$ cat config.mk
export PLATFORM = sky130hd
export DESIGN_NAME = omc_mode_ctrl
export DESIGN_NICKNAME = d
export VERILOG_FILES = /design/src/hw/omc_pkg.sv /design/src/hw/omc_mode_ctrl.sv
export SDC_FILE = /design/constraint.sdc
export NUM_CORES = 1
export LEC_CHECK = 0
export ABC_AREA = 1
export BUFFER_PORTS_ARGS = -buffer_cell sky130_fd_sc_hd__clkbuf_2
export CAP_MARGIN = 20
export CORE_AREA = 5 5 82 84
export DETAILED_ROUTE_END_ITERATION = 10
export DIE_AREA = 0 0 87 89
export HOLD_SLACK_MARGIN = 0.08
export PLACE_DENSITY = 0.89
export SYNTH_ARGS = -nofsm -noshare
export SYNTH_HDL_FRONTEND = slang
export SYNTH_SLANG_ARGS = --single-unit
export TNS_END_PERCENT = 5
$ cat constraint.sdc
create_clock -name i_clk_sys -period 3.2 [get_ports i_clk_sys]
set_clock_uncertainty 0.15 [all_clocks]
set_input_delay 0.16 -clock i_clk_sys [delete_from_list [all_inputs] [get_ports i_clk_sys]]
set_output_delay 0.16 -clock i_clk_sys [all_outputs]
set_load 0.03 [all_outputs]
$ cat src/hw/omc_pkg.sv
// package: types and constants of the operating-mode controller
package omc_pkg;
	// ************************************
	// register port
	// ************************************
	localparam logic [3:0] ADDR_CTRL = 4'h0;
	localparam logic [3:0] ADDR_STATUS = 4'h4;
	localparam logic [3:0] ADDR_FEEDBACK = 4'h8;
	localparam int CTRL_START_BIT = 0;
	localparam int CTRL_G74_BIT = 1;
	localparam int CTRL_ERR_CLR_BIT = 2;
	localparam logic [7:0] BLOCK_PTR_RESET = 8'h00;
	localparam logic [31:0] RDATA_RESET = 32'h0000_0000;

	// ************************************
	// enumerations
	// ************************************
	typedef enum logic [1:0] {
		MODE_AUTO,
		MODE_TRAVERSE,
		MODE_MDI
	} omc_mode_t;

	typedef enum logic [1:0] {
		CHAN_RESET,
		CHAN_INTR,
		CHAN_ACTIVE
	} omc_chan_t;

	typedef enum logic [1:0] {
		ORIG_NONE,
		ORIG_AUTO,
		ORIG_MDI
	} omc_orig_t;

	// ************************************
	// request and feedback carriers
	// ************************************
	typedef struct packed {
		logic sel_auto;
		logic sel_mdi;
		logic sel_traverse;
		logic mode_chg_disable;
		logic reset_req;
		logic ref_req;
		logic stop_axes;
		logic stop_axes_spindles;
		logic block_end_stop_request;
		logic interlock;
	} omc_req_t;

	typedef struct packed {
		logic act_auto;
		logic act_mdi;
		logic act_traverse;
		logic ref_active;
		logic ready;
		logic chan_reset;
		logic chan_intr;
		logic chan_active;
		logic mode_err;
		logic prep_halt;
		logic stop_axes_cmd;
		logic stop_spindles_cmd;
		logic aux_discard;
		logic alarm_clear;
		logic prog_run;
		logic g74_run;
		logic motion_enable;
	} omc_fb_t;
endpackage

$ cat src/hw/omc_mode_ctrl.sv
// module: single-channel operating-mode and channel-state controller
// Notes on behaviour
// - program execution is program operation, allowed only in auto and mdi modes.
// - one channel; exactly one operating mode valid at any time.
// - simultaneous selects: traverse wins, then mdi, auto only if alone.
// - in traverse mode channel requests other than reset, and interlocks, are ignored.
// - active mode reported on feedback bits separate from the request bits.
// - reference approach requested in traverse mode, acknowledged on feedback bit.
// - three stops: axes, axes plus spindles, axes at block end.
// - channel reset request aborts the running program.
// - reset halts preparation at once and stops axes and spindles.
// - reset discards unissued auxiliary functions of the current block.
// - reset returns the block pointer to the first block.
// - reset clears all reset-clearable alarms.
// - reset completion shown by channel-reset status bit.
// - ready bit driven whenever the block is able to run.
// - accepted mode change waits until channel-active drops.
// - in channel reset any mode change is accepted.
// - interrupted: only auto/mdi to traverse and traverse back to origin.
// - interrupted traverse blocks the indirect path to the other program mode.
// - illegal change rejected with an error clearable without state change.
// - mode-change disable suppresses new mode change requests; an already deferred change is still taken.
// - start only in auto/mdi with channel reset or interrupted; then active.
// - g74 reference command starts and runs only while active in auto/mdi.
`timescale 1ns/1ps
module omc_mode_ctrl (
	input wire logic i_clk_sys,
	input wire logic i_reset_n,
	input wire omc_pkg::omc_req_t i_req,
	input wire logic i_block_end,
	input wire logic i_prog_end,
	input wire logic i_g74_done,
	input wire logic [3:0] i_addr,
	input wire logic [31:0] i_wdata,
	input wire logic i_wr,
	input wire logic i_rd,
	output logic [31:0] o_rdata,
	output omc_pkg::omc_fb_t o_fb,
	output logic [7:0] o_block_ptr
);
	// ************************************
	// state
	// ************************************
	typedef struct packed {
		omc_pkg::omc_mode_t mode;
		omc_pkg::omc_chan_t chan;
		omc_pkg::omc_orig_t orig;
		logic pend;
		omc_pkg::omc_mode_t pend_mode;
		logic [1:0] last_sel;
		logic last_sel_vld;
		logic blk_stop;
		logic [7:0] block_ptr;
		logic [31:0] rdata;
		omc_pkg::omc_fb_t fb;
	} omc_state_t;

	omc_state_t st;
	omc_state_t next_st;

	logic sel_vld;
	omc_pkg::omc_mode_t sel_mode;
	logic new_sel;
	logic do_change;
	omc_pkg::omc_mode_t chg_mode;
	logic legal;
	logic start_cmd;
	logic g74_cmd;
	logic err_clr;
	logic in_trav;

	// ************************************
	// request decode
	// ************************************
	always_comb begin
		sel_vld = i_req.sel_traverse | i_req.sel_mdi | i_req.sel_auto;
		if (i_req.sel_traverse) begin
			sel_mode = omc_pkg::MODE_TRAVERSE;
		end else if (i_req.sel_mdi) begin
			sel_mode = omc_pkg::MODE_MDI;
		end else begin
			sel_mode = omc_pkg::MODE_AUTO;
		end
	end

	assign new_sel = sel_vld && !i_req.mode_chg_disable && sel_mode != st.mode &&
		!(st.last_sel_vld && st.last_sel == sel_mode);
	assign start_cmd = i_wr && i_addr == omc_pkg::ADDR_CTRL && i_wdata[omc_pkg::CTRL_START_BIT];
	assign g74_cmd = i_wr && i_addr == omc_pkg::ADDR_CTRL && i_wdata[omc_pkg::CTRL_G74_BIT];
	assign err_clr = i_wr && i_addr == omc_pkg::ADDR_CTRL && i_wdata[omc_pkg::CTRL_ERR_CLR_BIT];
	assign in_trav = st.mode == omc_pkg::MODE_TRAVERSE;

	// a deferred change is taken once the channel is no longer active
	always_comb begin
		if (st.pend && !new_sel) begin
			chg_mode = st.pend_mode;
		end else begin
			chg_mode = sel_mode;
		end
		do_change = (new_sel || st.pend) && st.chan != omc_pkg::CHAN_ACTIVE;
	end

	// ************************************
	// permitted transitions
	// ************************************
	always_comb begin
		legal = 1'b0;
		case (st.chan)
			omc_pkg::CHAN_RESET: begin
				legal = 1'b1;
			end
			omc_pkg::CHAN_INTR: begin
				case (st.mode)
					omc_pkg::MODE_AUTO: begin
						legal = chg_mode == omc_pkg::MODE_TRAVERSE;
					end
					omc_pkg::MODE_MDI: begin
						legal = chg_mode == omc_pkg::MODE_TRAVERSE;
					end
					omc_pkg::MODE_TRAVERSE: begin
						legal = (chg_mode == omc_pkg::MODE_AUTO && st.orig == omc_pkg::ORIG_AUTO) ||
							(chg_mode == omc_pkg::MODE_MDI && st.orig == omc_pkg::ORIG_MDI);
					end
					default: begin
						legal = 1'b0;
					end
				endcase
			end
			default: begin
				legal = 1'b0;
			end
		endcase
	end

	// ************************************
	// next state
	// ************************************
	always_comb begin
		next_st = st;
		next_st.fb.aux_discard = 1'b0;
		next_st.fb.alarm_clear = 1'b0;
		next_st.last_sel = sel_mode;
		next_st.last_sel_vld = sel_vld && !i_req.mode_chg_disable;

		// mode change
		if (new_sel && st.chan == omc_pkg::CHAN_ACTIVE) begin
			next_st.pend = 1'b1;
			next_st.pend_mode = sel_mode;
		end
		if (do_change) begin
			next_st.pend = 1'b0;
			if (chg_mode == st.mode) begin
				next_st.mode = st.mode;
			end else if (legal) begin
				next_st.mode = chg_mode;
				if (st.chan == omc_pkg::CHAN_INTR && chg_mode == omc_pkg::MODE_TRAVERSE) begin
					next_st.orig = st.mode == omc_pkg::MODE_AUTO ? omc_pkg::ORIG_AUTO : omc_pkg::ORIG_MDI;
				end else if (chg_mode != omc_pkg::MODE_TRAVERSE) begin
					next_st.orig = omc_pkg::ORIG_NONE;
				end
			end else begin
				next_st.fb.mode_err = 1'b1;
			end
		end else if (err_clr) begin
			next_st.fb.mode_err = 1'b0;
		end

		// channel-specific requests, ignored in traverse mode
		if (!in_trav) begin
			if (start_cmd && st.chan != omc_pkg::CHAN_ACTIVE && !st.pend && !do_change) begin
				next_st.chan = omc_pkg::CHAN_ACTIVE;
				next_st.fb.stop_axes_cmd = 1'b0;
				next_st.fb.stop_spindles_cmd = 1'b0;
				next_st.fb.prep_halt = 1'b0;
				next_st.blk_stop = 1'b0;
			end else if (st.chan == omc_pkg::CHAN_ACTIVE) begin
				if (i_req.stop_axes || i_req.stop_axes_spindles) begin
					next_st.chan = omc_pkg::CHAN_INTR;
					next_st.fb.stop_axes_cmd = 1'b1;
					next_st.fb.stop_spindles_cmd = i_req.stop_axes_spindles;
				end else if (i_prog_end) begin
					next_st.chan = omc_pkg::CHAN_RESET;
					next_st.block_ptr = omc_pkg::BLOCK_PTR_RESET;
				end else if (i_block_end) begin
					next_st.block_ptr = st.block_ptr + 8'h01;
					if (st.blk_stop || i_req.block_end_stop_request) begin
						next_st.chan = omc_pkg::CHAN_INTR;
						next_st.fb.stop_axes_cmd = 1'b1;
						next_st.blk_stop = 1'b0;
					end
				end else if (i_req.block_end_stop_request) begin
					next_st.blk_stop = 1'b1;
				end
			end
		end
		next_st.fb.g74_run = (st.fb.g74_run || g74_cmd) && !i_g74_done &&
			next_st.chan == omc_pkg::CHAN_ACTIVE && !in_trav;

		// channel reset
		if (i_req.reset_req) begin
			next_st.chan = omc_pkg::CHAN_RESET;
			next_st.fb.prep_halt = 1'b1;
			next_st.fb.stop_axes_cmd = 1'b1;
			next_st.fb.stop_spindles_cmd = 1'b1;
			next_st.fb.aux_discard = 1'b1;
			next_st.block_ptr = omc_pkg::BLOCK_PTR_RESET;
			next_st.fb.alarm_clear = 1'b1;
			next_st.fb.g74_run = 1'b0;
			next_st.orig = omc_pkg::ORIG_NONE;
			next_st.blk_stop = 1'b0;
		end

		// feedback, one mode and one channel state at a time
		next_st.fb.act_auto = next_st.mode == omc_pkg::MODE_AUTO;
		next_st.fb.act_mdi = next_st.mode == omc_pkg::MODE_MDI;
		next_st.fb.act_traverse = next_st.mode == omc_pkg::MODE_TRAVERSE;
		next_st.fb.ref_active = next_st.mode == omc_pkg::MODE_TRAVERSE && i_req.ref_req;
		next_st.fb.chan_reset = next_st.chan == omc_pkg::CHAN_RESET;
		next_st.fb.chan_intr = next_st.chan == omc_pkg::CHAN_INTR;
		next_st.fb.chan_active = next_st.chan == omc_pkg::CHAN_ACTIVE;
		next_st.fb.prog_run = next_st.chan == omc_pkg::CHAN_ACTIVE;
		next_st.fb.ready = !i_req.reset_req;
		next_st.fb.motion_enable = next_st.mode == omc_pkg::MODE_TRAVERSE ||
			(next_st.chan == omc_pkg::CHAN_ACTIVE && !i_req.interlock);

		// register read
		next_st.rdata = omc_pkg::RDATA_RESET;
		if (i_rd) begin
			case (i_addr)
				omc_pkg::ADDR_STATUS: begin
					next_st.rdata = {16'h0000, st.block_ptr, st.pend, st.orig, st.chan, st.mode, st.fb.mode_err};
				end
				omc_pkg::ADDR_FEEDBACK: begin
					next_st.rdata = {15'h0000, st.fb};
				end
				default: begin
					next_st.rdata = omc_pkg::RDATA_RESET;
				end
			endcase
		end
	end

	// ************************************
	// registers
	// ************************************
	always_ff @(posedge i_clk_sys or negedge i_reset_n) begin
		if (!i_reset_n) begin
			st <= '0;
			st.mode <= omc_pkg::MODE_AUTO;
			st.chan <= omc_pkg::CHAN_RESET;
			st.fb.act_auto <= 1'b1;
			st.fb.chan_reset <= 1'b1;
			st.fb.prep_halt <= 1'b1;
		end else begin
			st <= next_st;
		end
	end

	assign o_rdata = st.rdata;
	assign o_fb = st.fb;
	assign o_block_ptr = st.block_ptr;

	// ************************************
	// checks
	// ************************************
	chk_chan_onehot: assert property (@(posedge i_clk_sys) disable iff (!i_reset_n)
		$onehot({o_fb.chan_reset, o_fb.chan_intr, o_fb.chan_active}))
		else $error("channel status not one-hot");
	chk_mode_onehot: assert property (@(posedge i_clk_sys) disable iff (!i_reset_n)
		$onehot({o_fb.act_auto, o_fb.act_mdi, o_fb.act_traverse}))
		else $error("active mode not one-hot");
	chk_reset_actions: assert property (@(posedge i_clk_sys) disable iff (!i_reset_n)
		i_req.reset_req |=> o_fb.chan_reset && o_fb.stop_axes_cmd && o_fb.stop_spindles_cmd &&
		o_fb.prep_halt && o_fb.aux_discard && o_fb.alarm_clear && o_block_ptr == 8'h00 && !o_fb.prog_run)
		else $error("reset actions missing");
	chk_sel_priority: assert property (@(posedge i_clk_sys) disable iff (!i_reset_n)
		o_fb.chan_reset && !i_req.reset_req && !i_req.mode_chg_disable && i_req.sel_traverse &&
		i_req.sel_mdi && !o_fb.act_traverse |=> o_fb.act_traverse)
		else $error("traverse did not win");
	chk_change_disable: assert property (@(posedge i_clk_sys) disable iff (!i_reset_n)
		i_req.mode_chg_disable && !st.pend |=> $stable({o_fb.act_auto, o_fb.act_mdi, o_fb.act_traverse}))
		else $error("mode changed while disabled");
	chk_active_hold: assert property (@(posedge i_clk_sys) disable iff (!i_reset_n)
		st.chan == omc_pkg::CHAN_ACTIVE |=> $stable(st.mode))
		else $error("mode changed while active");
	chk_start_mode: assert property (@(posedge i_clk_sys) disable iff (!i_reset_n)
		$rose(o_fb.chan_active) |-> !o_fb.act_traverse)
		else $error("program started in traverse");
	chk_intr_path: assert property (@(posedge i_clk_sys) disable iff (!i_reset_n)
		st.chan == omc_pkg::CHAN_INTR && st.mode == omc_pkg::MODE_TRAVERSE && st.orig == omc_pkg::ORIG_AUTO
		|=> !o_fb.act_mdi)
		else $error("indirect path to mdi taken");
	chk_illegal_err: assert property (@(posedge i_clk_sys) disable iff (!i_reset_n)
		do_change && !legal && chg_mode != st.mode && !i_req.reset_req |=> o_fb.mode_err && $stable(st.chan))
		else $error("illegal change not flagged");
	chk_ref_ack: assert property (@(posedge i_clk_sys) disable iff (!i_reset_n)
		o_fb.ref_active |-> o_fb.act_traverse)
		else $error("reference ack outside traverse");
	chk_g74_active: assert property (@(posedge i_clk_sys) disable iff (!i_reset_n)
		o_fb.g74_run |-> o_fb.chan_active && !o_fb.act_traverse)
		else $error("g74 outside active program mode");
	chk_ready: assert property (@(posedge i_clk_sys) disable iff (!i_reset_n)
		!i_req.reset_req |=> o_fb.ready)
		else $error("ready missing");

	cov_start: cover property (@(posedge i_clk_sys) disable iff (!i_reset_n) $rose(o_fb.chan_active));
	cov_intr_trav: cover property (@(posedge i_clk_sys) disable iff (!i_reset_n)
		o_fb.chan_intr && $rose(o_fb.act_traverse));
	cov_err: cover property (@(posedge i_clk_sys) disable iff (!i_reset_n) $rose(o_fb.mode_err));
	cov_deferred: cover property (@(posedge i_clk_sys) disable iff (!i_reset_n) st.pend ##1 !st.pend);
endmodule

# Word-level counts from Yosys, hierarchy flattened

Cells that the tools add are included.

Register bits: 69
Output and inout port bits: 57
Bits of input ports: 53
Word-level logic and storage cells: 175

Equal/unequal tests: 30
Mux-type cells: 52
Reduce and logical (&&, ||, !) cells: 64
$add $sub $neg: 1
Bitwise logic cells: 2

Operator list:

| operator                                              | count |
|---|---|
| two-way mux 2 bit                                     | 20 |
| two-way mux 9 bit                                     | 4 |
| one-hot mux 17 bit (2 select lines)                   | 1 |
| two-way mux 8 bit                                     | 3 |
| logical AND 1 bit                                     | 22 |
| two-way mux 17 bit                                    | 1 |
| two-way mux 1 bit                                     | 16 |
| equality test 2 bit, second input constant            | 7 |
| inequality test 2 bit, second input constant          | 7 |
| equality test 2 x 1 -> 1 bit, second input constant   | 6 |
| nonzero test 2 bit                                    | 6 |
| nonzero test 3 bit                                    | 4 |
| nonzero test 4 bit                                    | 3 |
| zero test 2 bit                                       | 5 |
| AND reduction 5 bit                                   | 2 |
| zero test 1 bit                                       | 9 |
| two-way mux 3 bit                                     | 3 |
| adder 8 x 1 -> 8 bit, second input constant           | 1 |
| inequality test 4 x 2 -> 1 bit, second input constant | 2 |
| logical OR 1 bit                                      | 6 |
| AND reduction 3 bit                                   | 2 |
| AND reduction 6 bit                                   | 1 |
| two-way mux 5 bit                                     | 1 |
| equality test 2 bit                                   | 2 |
| 13 further kinds                                      | 15 |

# Longest topological paths before layout

Word-level depth: 21
Depth in mapped cells: 17
Mapped depth without buffers: 17

# Worst setup path after synthesis

No wires, ideal clock.

Path kind: register -> register
Start: reg st[68] (netlist bit)
End: reg st, in the netlist o_fb[0]
Stages on the path, launching flop included: 17
Buffers on the path: 0
Arrival: 1.576 ns
Clock period less this slack: 1.843 ns
Slack: 1.357 ns
Data required time: 2.933 ns
Setup time: 0.117 ns
Cells stage by stage: dfrtp_1 -> inv_2 -> nand2_1 -> nand2_1 -> nand3_2 -> nand3_4 -> nand2_2 -> nand2_2 -> nand2_4 -> nor2_1 -> nand2_1 -> nand3_2 -> nand2_2 -> nand2_2 -> nand2_4 -> nand2_4 -> nand2_1

RTL lines:

| item                   | line                 | RTL |
|---|---|---|
| start, declared        | omc_mode_ctrl.sv:58  | `omc_state_t st;` |
| start signal, assigned | omc_mode_ctrl.sv:255 | `st <= next_st;` |

==> results.sh <==
export IMPL_status="finished, final reports clean"
export IMPL_period_share=0.8529
export IMPL_diodes=0
export IMPL_insertion_delay_ps=310
export IMPL_synth_fa_ha_area_frac=0.004115
export IMPL_synth_flop_cell="dfrtp_1"
export IMPL_min_period_ps=2729
export IMPL_synth_simple_area_share=0.2621
export IMPL_start_util=0.5197
export IMPL_io_buffer_count=65
export IMPL_postLayoutCellArea_um2=3321
export IMPL_power_leakage_nw=1.723
export IMPL_cts_setup_buffers=0
export IMPL_slowest_stage="dlygate4sd3_1"
export IMPL_viasPerCell=4.984
export IMPL_die_x_um=87
export IMPL_cts_buffers=5
export IMPL_antenna_found_initial=0
export IMPL_io_pins=110
export IMPL_hold_viol_final=0
export IMPL_yosysSeqAreaShare=0.4374
export IMPL_cts_tree="built"
export IMPL_coreArea_um2=5851
export IMPL_synth_mux_area_frac=0
export IMPL_yosysTopAreaCell="dfrtp_1"
export IMPL_max_slew_margin=0.4022
export IMPL_end_kind="register"
export IMPL_path_common_cell="inv_2"
export IMPL_synth_top_cell_area_share=0.4115
export IMPL_critPathBufInv=6
export IMPL_grt_max_degree=38
export IMPL_dieArea_um2=7743
export IMPL_clkTransAtPathRegs_ps=100
export IMPL_nets=465
export IMPL_synth_warnings=0
export IMPL_post_route_util=0.5676
export IMPL_crit_type="in2reg"
export IMPL_finalSetupViolCount=0
export IMPL_htreeDepth=2
export IMPL_startpoint_type="input pin"
export IMPL_tightest_slew_ps=896.7
export IMPL_drc=0
export IMPL_timing_fmax_mhz=366.4
export IMPL_synth_compound_area_share=0.08642
export IMPL_dp_hpwl_um=5141
export IMPL_rsz0062_at_grt="false"
export IMPL_vdd_drop_max_uv=233.8
export IMPL_synth_area_leaders="dfrtp_1 (41%), buf_4 (14%), nand2_1 (8.0%)"
export IMPL_synth_async_reset_ratio=1.000
export IMPL_syn_area_per_cell_um2=8.217
export IMPL_synth_xor_area_frac=0.005761
export IMPL_grt_pass1_vias=2485
export IMPL_drtIter0Drc=136
export IMPL_syn_cell_area_um2=3040
export IMPL_fin_hold_ws_ps=84.03
export IMPL_power_density_nw_per_um2=476.0
export IMPL_routedWlPerCell_um=13.75
export IMPL_core_rowCount=28
export IMPL_first_pass_iters=4
export IMPL_critPathMaxFanout=7
export IMPL_area_delta_synth_final_pct=9.218
export IMPL_ant_nets=0
export IMPL_gp_congestion=0.9221
export IMPL_cts_path_max_buffers=2
export IMPL_synth_cells=370
export IMPL_ys_ff_latch=53
export IMPL_synth_cell_type_count=37
export IMPL_setup_tns_ps=0
export IMPL_max_cap_violations=0
export IMPL_dpl_instance_area_um2=3087
export IMPL_worstPathCellList="dlygate4sd3_1, clkbuf_2, inv_2, nand2_2, nand2_1, nand3_2, nand3_4, nand4_4, nor2_4, inv_2, nand2_4, nand2_4, nor2_4, inv_2, nor4_1, dlygate4sd3_1"
export IMPL_grt_pass1_wl_um=11190
export IMPL_layout_drive_gt1_share=0.2791
export IMPL_finalPower_w=0.001581
export IMPL_grt_usage=0.1856
export IMPL_synth_enable_flop_cells=0
export IMPL_cp_arrival_ps=2830
export IMPL_cts_root_buffer="clkbuf_8"
export IMPL_grt_overflow=0
export IMPL_drt_total_wl_um=6695
export IMPL_synth_most_common_cell="nand2_1"
export IMPL_vias=2427
export IMPL_cp_data_required_time_ps=3300
export IMPL_min_path_type="in2reg"
export IMPL_dieHeight_um=89
export IMPL_synth_top_family_by_area="simple AND/OR/NAND/NOR gates"
export IMPL_critPathMaxStageDelay_ps=590
export IMPL_clock_sinks=53
export IMPL_synth_common_cells="nand2_1 (65), buf_4 (57), dfrtp_1 (50)"
export IMPL_slew_viol_final=0
export IMPL_crit_family="buffers and inverters"
## cells by family after synthesis
kind of cell | count (synthesis)
AND/OR/NAND/NOR | 159
buffers and inverters | 107
flip-flops | 53
AO/OA/AOI/OAI | 47
XOR/XNOR | 2
adder cells (fa/ha/maj) | 1
other | 1
## stage by stage
stage,cells,setup WS [ps]
after floorplan,384,1357
after global placement,465,1116
after detailed placement,465,1092
after CTS,487,465.6
after global routing,487,325.5
final,487,470.7
## area by class of cell
cell class              count  area (um^2)
well taps                  75        93.84
repair buffers             82        488.0
inverters                  45        168.9
clock inverters             3        25.02
clock buffers               5        68.82
fillers                   523         2530
multi-input cells         224         1146
flip-flops and latches     53         1330
## repair_timing
| item | CTS | global route |
|---|---|---|
| hold endpoints to repair | 50 | 0 |
| endpoints found under the setup margin | 0 | 0 |
| hold buffers | 14 | 0 |
| gates resized for setup | 0 | 0 |
## registers in the layout, indices dropped and copies added (netlist names)
| signal | count |
|---|---|
| o_block_ptr | 8 |
| o_fb | 15 |
| o_rdata | 17 |
| st | 13 |
## worst min-delay path: cells and delay by family
kind	cells	cell delay, ps
AND/OR/NAND/NOR	2	150
AO/OA/AOI/OAI	2	110
buffers and inverters	1	90
## final timing paths
check / from / end / slack (ps) / depth (start not counted)
min in group asynchronous: i_reset_n / o_fb[2] / 350 / 2
worst max register to register: st[69] / o_fb[1] / 550 / 13
worst max-delay path: i_req[7] / o_fb[1] / 470 / 16
worst min register to register: o_fb[16] / o_rdata[16] / 350 / 2
max in group asynchronous: i_reset_n / st[62] / 1780 / 3
worst min-delay path: i_block_end / o_fb[6] / 80 / 5
## where the power goes
| part | switching [W] | internal, W |
|---|---|---|
| Combinational | 0.000294 | 0.000115 |
| Clock | 0.000240 | 0.000159 |
| Sequential | 0.0000492 | 0.000724 |
| Total | 0.000583 | 0.000998 |
## layout by cell type, fill, tap and decap left out, types with 10 or more instances in the layout
| cell | n |
|---|---|
| dfrtp_1 | 50 |
| nand2_2 | 10 |
| nand3_1 | 25 |
| conb_1 | 15 |
| clkbuf_2 | 65 |
| dlygate4sd3_1 | 14 |
| a21oi_1 | 22 |
| o21ai_0 | 13 |
| nor2_1 | 30 |
| nand2_1 | 65 |
| inv_1 | 37 |
## layer usage
layer / vias up / global-route usage / part of all wire
li1: 1186 / - / -
met3: 15 / 0.04793 / 0.070
met2: 90 / 0.3292 / 0.51
met1: 1136 / 0.2137 / 0.40
met4: 0 / 0.07507 / 0.023
met5: - / 0 / 0
(Power assumes the default switching activity.)
